**config.mk**
```make
export PLATFORM = sky130hd
export DESIGN_NAME = shc_host_port
export DESIGN_NICKNAME = d
export VERILOG_FILES = /design/src/shc_fifo.v /design/src/shc_regbank.v /design/src/shc_host_port.v
export VERILOG_INCLUDE_DIRS = /design/src
export SDC_FILE = /design/constraint.sdc
export NUM_CORES = 2
export LEC_CHECK = 0
export ABC_AREA = 1
export BUFFER_PORTS_ARGS = -buffer_cell sky130_fd_sc_hd__buf_2
export CORE_MARGIN = 4
export CORE_UTILIZATION = 45
export DETAILED_ROUTE_END_ITERATION = 7
export GPL_ROUTABILITY_DRIVEN = 1
export HOLD_SLACK_MARGIN = 0.12
export MAX_ROUTING_LAYER = met4
export SKIP_LAST_GASP = 1
export SYNTH_ARGS = -nofsm -noshare
export SYNTH_HDL_FRONTEND = slang
export SYNTH_SLANG_ARGS = --single-unit
export TNS_END_PERCENT = 5
```
**constraint.sdc**
```tcl
create_clock -name clock_in -period 6.3 [get_ports clock_in]
set_clock_uncertainty 0.1 [all_clocks]
set_input_delay 0.945 -clock clock_in [delete_from_list [all_inputs] [get_ports clock_in]]
set_output_delay 0.945 -clock clock_in [all_outputs]
set_load 0.005 [all_outputs]
```
**src/shc_regs.vh**
```
// Constants shared by the SPI host command port and its helpers.
`ifndef SHC_REGS_VH
`define SHC_REGS_VH

// Instruction codes understood by the command engine.
`define SHC_OPC_WRITE 8'h00
`define SHC_OPC_OR 8'h01
`define SHC_OPC_AND 8'h02
`define SHC_OPC_READ 8'h04

// Frame lengths in bytes, opcode included.
`define SHC_LEN_WRITE 9'h006
`define SHC_LEN_READ 9'h002
`define SHC_LEN_MAX 9'h105
`define SHC_CNT_SAT 9'h1FF

// Status flag positions.
`define SHC_NFLAGS 3
`define SHC_FLAG_FAULT 0
`define SHC_FLAG_OVF 1
`define SHC_FLAG_DONE 2

// Register bank and byte FIFO geometry.
`define SHC_REG_AW 6
`define SHC_REG_DW 32
`define SHC_FIFO_W 9
`define SHC_FIFO_D 16
`define SHC_FIFO_AW 4
`define SHC_MARK_BIT 8

`endif

```
**src/shc_fifo.v**
```verilog
// Byte FIFO between the serial front end and the command engine.
`default_nettype none

module shc_fifo #(
  parameter WIDTH = 9,
  parameter DEPTH = 16,
  parameter AW = 4
) (
  input wire clock_in,
  input wire sys_rst_in,
  input wire in_valid_in,
  output wire in_ready_out,
  input wire [WIDTH-1:0] in_data_in,
  output wire out_valid_out,
  input wire out_ready_in,
  output wire [WIDTH-1:0] out_data_out
);

  localparam [AW:0] FULL = DEPTH[AW:0];

  reg [WIDTH-1:0] mem_reg [0:DEPTH-1];
  reg [AW-1:0] wptr_reg;
  reg [AW-1:0] rptr_reg;
  reg [AW:0] count_reg;
  wire push;
  wire pop;

  assign in_ready_out = (count_reg != FULL);
  assign out_valid_out = (count_reg != {(AW+1){1'b0}});
  assign out_data_out = mem_reg[rptr_reg];
  assign push = in_valid_in & in_ready_out;
  assign pop = out_valid_out & out_ready_in;

  always @(posedge clock_in)
  begin
    if (push)
    begin
      mem_reg[wptr_reg] <= in_data_in;
    end
  end

  always @(posedge clock_in or posedge sys_rst_in)
  begin
    if (sys_rst_in)
    begin
      wptr_reg <= {AW{1'b0}};
      rptr_reg <= {AW{1'b0}};
      count_reg <= {(AW+1){1'b0}};
    end
    else
    begin
      if (push)
      begin
        wptr_reg <= wptr_reg + 1'b1;
      end
      if (pop)
      begin
        rptr_reg <= rptr_reg + 1'b1;
      end
      if (push & ~pop)
      begin
        count_reg <= count_reg + 1'b1;
      end
      else if (pop & ~push)
      begin
        count_reg <= count_reg - 1'b1;
      end
    end
  end

endmodule // shc_fifo

`default_nettype wire

```
**src/shc_regbank.v**
```verilog
// Bank of 32-bit registers with a registered read port.
`default_nettype none

module shc_regbank #(
  parameter AW = 6,
  parameter DW = 32
) (
  input wire clock_in,
  input wire wr_en_in,
  input wire rd_en_in,
  input wire [AW-1:0] addr_in,
  input wire [DW-1:0] wr_data_in,
  output wire [DW-1:0] rd_data_out
);

  reg [DW-1:0] mem_reg [0:(1<<AW)-1];
  reg [DW-1:0] rd_data_reg;

  assign rd_data_out = rd_data_reg;

  always @(posedge clock_in)
  begin
    if (wr_en_in)
    begin
      mem_reg[addr_in] <= wr_data_in;
    end
    if (rd_en_in)
    begin
      rd_data_reg <= mem_reg[addr_in];
    end
  end

endmodule // shc_regbank

`default_nettype wire

```
**src/shc_host_port.v**
```verilog
// SPI slave host command port with BUSY handshake and interrupt line.
// What this block does
// - Serial port runs only in mode 0 within the maximum bit rate.
// - Each frame carries data in one direction only.
// - Data-out pin floats while slave select is high; pull-up optional.
// - Every byte travels most significant bit first.
// - BUSY is high during reception and processing, low when ready.
// - Invalid parameter sets the fault flag and raises the interrupt.
// - Writes take one frame; reads take instruction and response frames.
// - Opcode byte first, then at least one payload byte.
// - Four-byte values travel least significant byte first.
// - At most 260 parameter bytes follow the opcode.
// - Responses are bare payload bytes without any header.
// - Unmet preconditions raise the interrupt and record the cause.
// - Stores decouple host transfer timing from the command engine.
// - Opcode 0x00 writes a register; 0x04 returns one next frame.
// - Opcode 0x01 ORs a mask in; 0x02 ANDs a mask in.
// - Enabled flags drive the interrupt; clear by write or by read.
`default_nettype none
`include "shc_regs.vh"

module shc_host_port (
  input wire clock_in,
  input wire sys_rst_in,
  input wire spi_sck_in,
  input wire spi_nss_n_in,
  input wire spi_mosi_in,
  output wire spi_miso_out,
  output wire spi_miso_oe_out,
  input wire miso_pullup_cfg_in,
  input wire clear_on_read_cfg_in,
  input wire irq_active_high_cfg_in,
  input wire [`SHC_NFLAGS-1:0] irq_enable_in,
  input wire [`SHC_NFLAGS-1:0] irq_clear_in,
  input wire status_read_in,
  output wire miso_pullup_en_out,
  output wire busy_out,
  output wire irq_out,
  output wire [`SHC_NFLAGS-1:0] irq_status_out
);

  localparam [3:0] ST_IDLE = 4'h1;
  localparam [3:0] ST_EXEC = 4'h2;
  localparam [3:0] ST_RD = 4'h4;
  localparam [3:0] ST_SPARE = 4'h8;

  // ----------------------------------------------------------------
  // Pin synchronisers
  // ----------------------------------------------------------------
  reg sck_s1_reg, sck_s2_reg, sck_s3_reg;
  reg nss_s1_reg, nss_s2_reg, nss_s3_reg;
  reg mosi_s1_reg, mosi_s2_reg;

  always @(posedge clock_in or posedge sys_rst_in)
  begin
    if (sys_rst_in)
    begin
      sck_s1_reg <= 1'b0;
      sck_s2_reg <= 1'b0;
      sck_s3_reg <= 1'b0;
      nss_s1_reg <= 1'b1;
      nss_s2_reg <= 1'b1;
      nss_s3_reg <= 1'b1;
      mosi_s1_reg <= 1'b0;
      mosi_s2_reg <= 1'b0;
    end
    else
    begin
      sck_s1_reg <= spi_sck_in;
      sck_s2_reg <= sck_s1_reg;
      sck_s3_reg <= sck_s2_reg;
      nss_s1_reg <= spi_nss_n_in;
      nss_s2_reg <= nss_s1_reg;
      nss_s3_reg <= nss_s2_reg;
      mosi_s1_reg <= spi_mosi_in;
      mosi_s2_reg <= mosi_s1_reg;
    end
  end

  wire sel = ~nss_s2_reg;
  wire nss_fall = ~nss_s2_reg & nss_s3_reg;
  wire nss_rise = nss_s2_reg & ~nss_s3_reg;
  // Mode 0: sample on the rising edge, shift out on the falling one.
  wire sck_rise = sel & sck_s2_reg & ~sck_s3_reg;
  wire sck_fall = sel & ~sck_s2_reg & sck_s3_reg;

  // ----------------------------------------------------------------
  // Serial shifters
  // ----------------------------------------------------------------
  reg [7:0] rx_shift_reg;
  reg [2:0] bit_cnt_reg;
  reg [7:0] tx_shift_reg;
  reg [2:0] tx_idx_reg;
  reg resp_frame_reg;
  reg resp_pend_reg;
  reg [31:0] resp_word_reg;
  reg push_vld_reg;
  reg [`SHC_FIFO_W-1:0] push_data_reg;
  reg miso_reg, miso_oe_reg, pullup_reg;
  reg [7:0] tx_next;

  always @*
  begin
    case (tx_idx_reg)
      3'h0: tx_next = resp_word_reg[7:0];
      3'h1: tx_next = resp_word_reg[15:8];
      3'h2: tx_next = resp_word_reg[23:16];
      3'h3: tx_next = resp_word_reg[31:24];
      default: tx_next = 8'h00;
    endcase
  end

  wire byte_done = sck_rise & (bit_cnt_reg == 3'h7);
  wire fifo_in_ready;

  always @(posedge clock_in or posedge sys_rst_in)
  begin
    if (sys_rst_in)
    begin
      rx_shift_reg <= 8'h00;
      bit_cnt_reg <= 3'h0;
      tx_shift_reg <= 8'h00;
      tx_idx_reg <= 3'h0;
      resp_frame_reg <= 1'b0;
      push_vld_reg <= 1'b0;
      push_data_reg <= {`SHC_FIFO_W{1'b0}};
      miso_reg <= 1'b0;
      miso_oe_reg <= 1'b0;
      pullup_reg <= 1'b0;
    end
    else
    begin
      push_vld_reg <= 1'b0;
      if (nss_fall)
      begin
        // A pending response turns this whole frame into a read-out.
        resp_frame_reg <= resp_pend_reg;
        bit_cnt_reg <= 3'h0;
        tx_shift_reg <= resp_word_reg[7:0];
        tx_idx_reg <= 3'h1;
      end
      if (sck_rise)
      begin
        rx_shift_reg <= {rx_shift_reg[6:0], mosi_s2_reg};
        bit_cnt_reg <= bit_cnt_reg + 3'h1;
      end
      if (sck_fall)
      begin
        if (bit_cnt_reg == 3'h0)
        begin
          tx_shift_reg <= tx_next;
          if (tx_idx_reg != 3'h4)
          begin
            tx_idx_reg <= tx_idx_reg + 3'h1;
          end
        end
        else
        begin
          tx_shift_reg <= {tx_shift_reg[6:0], 1'b0};
        end
      end
      // Filler bytes of a read-out frame are dropped here.
      if (byte_done & ~resp_frame_reg)
      begin
        push_vld_reg <= 1'b1;
        push_data_reg <= {1'b0, rx_shift_reg[6:0], mosi_s2_reg};
      end
      else if (nss_rise & ~resp_frame_reg)
      begin
        // End marker; bit 0 flags a frame cut inside a byte.
        push_vld_reg <= 1'b1;
        push_data_reg <= {1'b1, 7'h00, (bit_cnt_reg != 3'h0)};
      end
      miso_oe_reg <= sel;
      miso_reg <= sel & resp_frame_reg & tx_shift_reg[7];
      pullup_reg <= miso_pullup_cfg_in;
    end
  end

  assign spi_miso_out = miso_reg;
  assign spi_miso_oe_out = miso_oe_reg;
  assign miso_pullup_en_out = pullup_reg;

  // ----------------------------------------------------------------
  // Receive store
  // ----------------------------------------------------------------
  wire fifo_out_valid;
  wire [`SHC_FIFO_W-1:0] fifo_out_data;
  reg [3:0] state_reg;

  // Lets the host clock bytes in while the engine is still executing.
  shc_fifo #(
    .WIDTH(`SHC_FIFO_W),
    .DEPTH(`SHC_FIFO_D),
    .AW(`SHC_FIFO_AW)
  ) u_fifo (
    .clock_in(clock_in),
    .sys_rst_in(sys_rst_in),
    .in_valid_in(push_vld_reg),
    .in_ready_out(fifo_in_ready),
    .in_data_in(push_data_reg),
    .out_valid_out(fifo_out_valid),
    .out_ready_in(state_reg == ST_IDLE),
    .out_data_out(fifo_out_data)
  );

  // ----------------------------------------------------------------
  // Command engine
  // ----------------------------------------------------------------
  reg [7:0] opc_reg;
  reg [7:0] addr_reg;
  reg [31:0] data_reg;
  reg [8:0] cnt_reg;
  reg cut_reg;
  wire [31:0] rd_data;

  wire opc_write = (opc_reg == `SHC_OPC_WRITE);
  wire opc_read = (opc_reg == `SHC_OPC_READ);
  wire opc_mask = (opc_reg == `SHC_OPC_OR) | (opc_reg == `SHC_OPC_AND);
  wire addr_ok = (addr_reg[7:`SHC_REG_AW] == {(8-`SHC_REG_AW){1'b0}});
  wire len_ok = ~cut_reg & (cnt_reg <= `SHC_LEN_MAX) &
    (opc_read ? (cnt_reg == `SHC_LEN_READ) :
    (cnt_reg == `SHC_LEN_WRITE));
  wire cmd_ok = (opc_write | opc_read | opc_mask) & addr_ok & len_ok;

  wire ram_we = ((state_reg == ST_EXEC) & cmd_ok & opc_write) |
    ((state_reg == ST_RD) & opc_mask);
  wire ram_re = (state_reg == ST_EXEC) & cmd_ok & ~opc_write;
  wire [31:0] ram_wdata = (state_reg == ST_EXEC) ? data_reg :
    ((opc_reg == `SHC_OPC_OR) ? (rd_data | data_reg) :
    (rd_data & data_reg));

  shc_regbank #(
    .AW(`SHC_REG_AW),
    .DW(`SHC_REG_DW)
  ) u_regs (
    .clock_in(clock_in),
    .wr_en_in(ram_we),
    .rd_en_in(ram_re),
    .addr_in(addr_reg[`SHC_REG_AW-1:0]),
    .wr_data_in(ram_wdata),
    .rd_data_out(rd_data)
  );

  reg fault_set, done_set;

  always @*
  begin
    fault_set = (state_reg == ST_EXEC) & ~cmd_ok;
    done_set = ((state_reg == ST_EXEC) & cmd_ok & opc_write) |
      (state_reg == ST_RD);
  end

  always @(posedge clock_in or posedge sys_rst_in)
  begin
    if (sys_rst_in)
    begin
      state_reg <= ST_IDLE;
      opc_reg <= 8'h00;
      addr_reg <= 8'h00;
      data_reg <= 32'h00000000;
      cnt_reg <= 9'h000;
      cut_reg <= 1'b0;
      resp_pend_reg <= 1'b0;
      resp_word_reg <= 32'h00000000;
    end
    else
    begin
      if (nss_rise & resp_frame_reg)
      begin
        resp_pend_reg <= 1'b0;
      end
      case (state_reg)
        ST_IDLE:
        begin
          if (fifo_out_valid & fifo_out_data[`SHC_MARK_BIT])
          begin
            cut_reg <= fifo_out_data[0];
            if ((cnt_reg != 9'h000) | fifo_out_data[0])
            begin
              state_reg <= ST_EXEC;
            end
          end
          else if (fifo_out_valid)
          begin
            if (cnt_reg == 9'h000)
            begin
              opc_reg <= fifo_out_data[7:0];
            end
            else if (cnt_reg == 9'h001)
            begin
              addr_reg <= fifo_out_data[7:0];
            end
            else
            begin
              // Least significant byte arrives first.
              data_reg <= {fifo_out_data[7:0], data_reg[31:8]};
            end
            if (cnt_reg != `SHC_CNT_SAT)
            begin
              cnt_reg <= cnt_reg + 9'h001;
            end
          end
        end
        ST_EXEC:
        begin
          cnt_reg <= 9'h000;
          if (cmd_ok & ~opc_write)
          begin
            state_reg <= ST_RD;
          end
          else
          begin
            state_reg <= ST_IDLE;
          end
        end
        ST_RD:
        begin
          state_reg <= ST_IDLE;
          if (opc_read)
          begin
            resp_word_reg <= rd_data;
            resp_pend_reg <= 1'b1;
          end
        end
        default:
        begin
          state_reg <= ST_IDLE;
        end
      endcase
    end
  end

  // ----------------------------------------------------------------
  // Busy, status flags and interrupt pin
  // ----------------------------------------------------------------
  reg busy_reg;
  reg irq_reg;
  reg [`SHC_NFLAGS-1:0] status_reg;
  reg [`SHC_NFLAGS-1:0] status_next;
  reg [`SHC_NFLAGS-1:0] set_v;
  reg [`SHC_NFLAGS-1:0] clr_v;

  always @*
  begin
    set_v = {`SHC_NFLAGS{1'b0}};
    set_v[`SHC_FLAG_FAULT] = fault_set;
    set_v[`SHC_FLAG_OVF] = push_vld_reg & ~fifo_in_ready;
    set_v[`SHC_FLAG_DONE] = done_set;
    if (clear_on_read_cfg_in)
    begin
      clr_v = status_read_in ? {`SHC_NFLAGS{1'b1}} : {`SHC_NFLAGS{1'b0}};
    end
    else
    begin
      clr_v = irq_clear_in;
    end
    // A flag raised in the clearing cycle survives the clear.
    status_next = set_v | (status_reg & ~clr_v);
  end

  always @(posedge clock_in or posedge sys_rst_in)
  begin
    if (sys_rst_in)
    begin
      status_reg <= {`SHC_NFLAGS{1'b0}};
      irq_reg <= 1'b0;
      busy_reg <= 1'b0;
    end
    else
    begin
      status_reg <= status_next;
      if (|(status_next & irq_enable_in))
      begin
        irq_reg <= irq_active_high_cfg_in;
      end
      else
      begin
        irq_reg <= ~irq_active_high_cfg_in;
      end
      // Held over frame end until the engine has drained its work.
      busy_reg <= sel | nss_rise | push_vld_reg | fifo_out_valid |
        (state_reg != ST_IDLE);
    end
  end

  assign busy_out = busy_reg;
  assign irq_out = irq_reg;
  assign irq_status_out = status_reg;

endmodule // shc_host_port

`default_nettype wire

```
* Word level (Yosys, flattened, before mapping)
Memory sizes are Yosys's and may differ from the RTL's. A register that Yosys moved wholly into a read port is not among the register bits.
Cells that the tools add are included.
** Storage, ports and cells
- Register bits after elaboration :: 156
- Bits in writable memories :: 2192
- Input bits :: 15
- Output and inout bits :: 8
- Word-level logic and storage cells :: 181
- Memories :: 2
** Cells by class
- Add/subtract/negate cells :: 7
- $lt $le $gt $ge :: 1
- Equality and inequality tests :: 22
- Mux-type cells :: 37
- Bitwise operators :: 59
- Reduce and logical (&&, ||, !) cells :: 21
** Memories
- u_regs.mem_reg :: depth 64, bits a word 32, rd ports 1, clocked after memory_dff 1, wr ports 1, RTL line shc_regbank.v:16 : reg [DW-1:0] mem_reg [0:(1<<AW)-1];
- u_fifo.mem_reg :: depth 16, bits a word 9, rd ports 1, clocked after memory_dff 0, wr ports 1, RTL line shc_fifo.v:21 : reg [WIDTH-1:0] mem_reg [0:DEPTH-1];
** Operators by type and width (number)
- $mux 32 :: 2
- $mux 9 :: 5
- $and 32x32->32 :: 1
- $or 32x32->32 :: 1
- $pmux 8 s4 :: 1
- $and 1x1->1 :: 28
- $mux 3 :: 9
- $mux 8 :: 3
- $pmux 9 s2 :: 1
- $not 1->1 :: 15
- $mux 1 :: 11
- $mux 5 :: 2
- $ne 2x2->1 const B :: 5
- $or 1x1->1 :: 10
- $reduce_and 5->1 :: 2
- $reduce_bool 2->1 :: 5
- $add 9x1->9 const B :: 1
- $eq 9x1->1 const B :: 1
- $eq 9x2->1 const B :: 1
- $eq 9x3->1 const B :: 1
- $le 9x9->1 const B :: 1
- $logic_not 9->1 :: 1
- $ne 9x9->1 const B :: 1
- $reduce_bool 9->1 :: 1
- 29 further kinds :: 38

* Longest topological paths before layout
- Depth after elaboration :: 12
- Depth in mapped cells :: 14
- Gate-level depth less buffers :: 14

* Hierarchy
Synthesis repeated with hierarchy kept, for this count alone.
** Second synthesis, totals
- Cell total of the unflattened synthesis :: 9854
- Area total of the unflattened synthesis :: 100465.1 sq um
** By module, submodules not included
- shc_regbank :: times used 1, cells an instance 8440, area an instance 86823.3 sq um, sequential area each 62459.9 sq um
- shc_fifo :: times used 1, cells an instance 680, area an instance 6904.1 sq um, sequential area each 4649.5 sq um
- shc_host_port :: times used 1, cells an instance 734, area an instance 6737.7 sq um, sequential area each 3558.4 sq um

* Worst setup path before layout
OpenSTA, ideal clock, no wires.
- Path kind :: register -> register
- Start :: register cnt_reg[0]
- End :: register u_regs.rd_data_reg[0], in the netlist u_regs.rd_data_out[0], read port of u_regs.mem_reg (enable)
- Library setup time :: 0.468 ns
- Data arrival time :: 3.530 ns
- Data required time :: 5.732 ns
- Slack :: 2.202 ns
- Stages on the path, launching flop included :: 7
- Buffers on the path :: 0
- Clock period less this slack :: 4.098 ns
- Cell sequence :: dfrtp_1 inv_1 ha_1 nand3b_1 nor3_1 nand2_1 nor3b_1
** On the way
- Cells in the longest elaborated chain, start to end :: 6
- Elaborated cells on any way between the ends :: 9
- Classes of those cells :: order compare: 1; eq/ne: 2; mux: 1; bitwise: 5
** Ends and longest elaborated chain
- start, declared :: RTL line shc_host_port.v:213 : reg [8:0] cnt_reg;
- start signal, assigned :: RTL line shc_host_port.v:301 : cnt_reg <= cnt_reg + 9'h001;
- $le 9x9->1 (no line), or another cell as far along
- $and 1x1->1 or $mux 1 (tied branches) :: RTL line shc_host_port.v:221, shc_host_port.v:222
- $and 1x1->1 * :: RTL line shc_host_port.v:221 : wire len_ok = ~cut_reg & (cnt_reg <= `SHC_LEN_MAX) &
- $and 1x1->1 * :: RTL line shc_host_port.v:224 : wire cmd_ok = (opc_write | opc_read | opc_mask) & addr_ok & len_ok;
- $and 1x1->1 * (2 in series) :: RTL line shc_host_port.v:228 : wire ram_re = (state_reg == ST_EXEC) & cmd_ok & ~opc_write;
- named net ram_re :: RTL line shc_host_port.v:228
- end, declared :: RTL line shc_regbank.v:17 : reg [DW-1:0] rd_data_reg;
Mark *: on every way through the listed nets, which the timed path passes. The rest lies on a longest branch.
A chain may end at the register's enable or synchronous reset.

* Worst setup path in the final report
- Start :: register addr_reg[0]
- End :: memory u_regs.mem_reg[6][3] (enable)
** RTL lines
- start, declared :: RTL line shc_host_port.v:211 : reg [7:0] addr_reg;
- start signal, assigned :: RTL line shc_host_port.v:292 : addr_reg <= fifo_out_data[7:0];
- end, declared :: RTL line shc_regbank.v:16
No word-level cell before the write port.

==> run summary <==
Synth Flop Type = edfxtp_1
Vert. Die Dim = 455 um
Max Root-Sink Buffers = 3
Psw = 14100 uW
share of the synthesized area in the top cell type = 74.2%
Mapped Cells = 6438
num rows = 163
number of max-cap violations = 0
pwr dens = 416 nW/um^2
GRT overflow = 0
H-tree lvl count = 4
Routed wire per std cell = 28.6 um
post-CTS resize count = 0
fin crit period = 4.63 ns
Overall Global Routing Usage = 26.7%
Residual DRC = 0
kind of critical path = reg -> reg
Int Power = 28400 uW
Fin. Hold Viols = 0
pin count of the biggest net entering global routing = 92
placed insts = 8998
# port buffers = 22
clk slew on worst S/H paths = 0.06 ns
vias per cell = 5.86
syn avg cell area = 14.0 sq um
DR vias = 55300
count of hold-fix buffers inserted at cts = 5
commonest non-fill, non-tap cells in the layout = edfxtp_1 (2224), nand2_1 (1765), o21ai_0 (342)
Worst setup SP type = flip-flop
Leak Pwr = 0.0349 uW
final cell count without fillers = 9440
vias in the first global route = 53400
Net Sw Frac = 33.1%
CTS tree = built
initial antenna violation count = 13
CTS buffer count = 231
EDFF count, synth = 2224
Core Footprint = 198000 sq um
Overall Power = 42500 uW
Critical Path Fanout Max = 65
Slew headroom = 9.03%
pre-CTS WS = 1.74 ns
post-detailed-route count of antenna-violating nets = 0
Detailed Route WL = 270000 um
P&R area growth vs syn = 13.5%
Worst Path Arrival = 5.11 ns
synth top area cells = edfxtp_1 (74%), nand2_1 (7.4%), dfrtp_1 (4.2%)
CP Capture Type = flip-flop
Ports = 23
Synth Net Count = 6476
first-pass detailed-route iteration total = 6
layout filler cell count = 16300
Unique masters post-synth = 48
final worst-path cycle share = 73.4%
Slew Viols, Final = 0
Ys Warns = 0
initial core utilization = 45.4%
final setup vio count = 0
outcome = finished clean
register share of total power = 44.5%
Comb pwr share = 23.7%
full die area = 207000 sq um
worst setup margin = 1.67 ns
die width = 455 um
Max IR drop VDD = 0.000317 V
CTS sink count = 2379
Synth area leader = edfxtp_1
Initial DRC Count = 7243
Post-CTS Setup Bufs = 0
Largest register FFs = 2048
fmax = 216 MHz
dpl hpwl = 157000 um
area of the multi-input gates = 17900 sq um
clk_lat worst skew = 0.89 ns
Register Area = 70700 sq um
Synth Cell Area = 90000 sq um
most common cell after layout, fill and taps aside = edfxtp_1
Post-Route Setup TNS = 0 ns
Placer Congestion = 0.927
share of post-route cells with drive strength above 1 = 10.2%
Critical Path RT = 6.78 ns
CTS root buf = clkbuf_16
Nets = 6636
Synth async-reset ratio = 6.52%
clock power share = 31.8%
post-synthesis register bit count = 2379
worst hold path type = in -> reg
first-pass GRT wire length = 387000 um
Worst-Margin Slew = 1.36 ns
sequential share of the synthesized area = 78.6%
RSZ-0062 raised after global routing = no
cells by family after synthesis:
| logic type | after synthesis | synth area share [%] |
|---|---|---|
| AND/OR/NAND/NOR | 2506 | 11.5 |
| flip-flops | 2379 | 78.6 |
| AO/OA/AOI/OAI | 962 | 6.79 |
| buffers and inverters | 545 | 2.52 |
| adder cells (fa/ha/maj) | 23 | 0.328 |
| multiplexers | 12 | 0.150 |
| XOR/XNOR | 11 | 0.107 |
layout make-up:
type / instances / area share, %
diodes: 6 / 0.0147
inverters: 244 / 0.954
clock inverters: 144 / 1.22
repair buffers: 228 / 1.79
clock buffers: 285 / 6.01
well taps: 2640 / 3.24
flip-flops and latches: 2379 / 69.2
multi-input cells: 3514 / 17.5
power groups by stage:
stage / registers, uW / clock network, uW / logic, uW
after global placement: 19200 / 0 / 9810
final: 18900 / 13500 / 10100
after detailed placement: 19200 / 0 / 9940
after CTS: 18900 / 13600 / 9970
after global routing: 18900 / 14300 / 10700
after floorplan: 19200 / 0 / 5320
routing by layer:
metal  wire (um)  up-vias  track usage [%]  part of all wire, %
met1      108000    28000             36.1                   40
met2      122000     2925             39.7                   45
met5           0        -                -                    0
met3       27400      485             5.56                   10
li1            -    23900                -                    -
met4       12100        0             10.9                  4.5
stage by stage:
stage               util (%)  instance area (sq um)  hold WS (ns)
CTS                     51.5                 102000         0.140
floorplan                  -                  90000         0.231
global placement        47.8                  94600         0.236
detailed placement      47.8                  94600         0.239
global route            51.5                 102000         0.168
finish                  51.6                 102000         0.198
worst max-delay path, stage by stage (launching register included):
cell     delay (ns)
dfrtp_1        0.56
inv_1          0.38
nand3_1        0.52
inv_8          0.69
nand2_1        0.60
nor2_4         1.10
buf_4          0.31
Yosys cell counts, types with 20 or more instances:
library cell	n
dfrtp_1	151
ha_1	22
nand3_1	153
o21ai_0	343
nand2_1	1767
clkbuf_1	122
o22ai_1	23
inv_1	234
o2111ai_1	42
nor3_1	20
edfxtp_1	2224
a22o_1	39
buf_2	165
o211ai_1	27
a22oi_1	302
a21oi_1	135
nand4_1	255
nor2_1	278
final timing paths:
path | startpoint | endpoint | slack, ns | cells after the start
worst max-delay path | addr_reg[0] | u_regs.mem_reg[6][3] | 1.67 | 6
worst min-delay path | irq_active_high_cfg_in | irq_out | 0.20 | 3
worst max register to register | addr_reg[0] | u_regs.mem_reg[6][3] | 1.67 | 6
worst min register to register | mosi_s1_reg | mosi_s2_reg | 0.23 | 0
max in group asynchronous | sys_rst_in | data_reg[23] | 4.27 | 4
min in group asynchronous | sys_rst_in | irq_status_out[0] | 0.56 | 3
(Power assumes the default switching activity.)
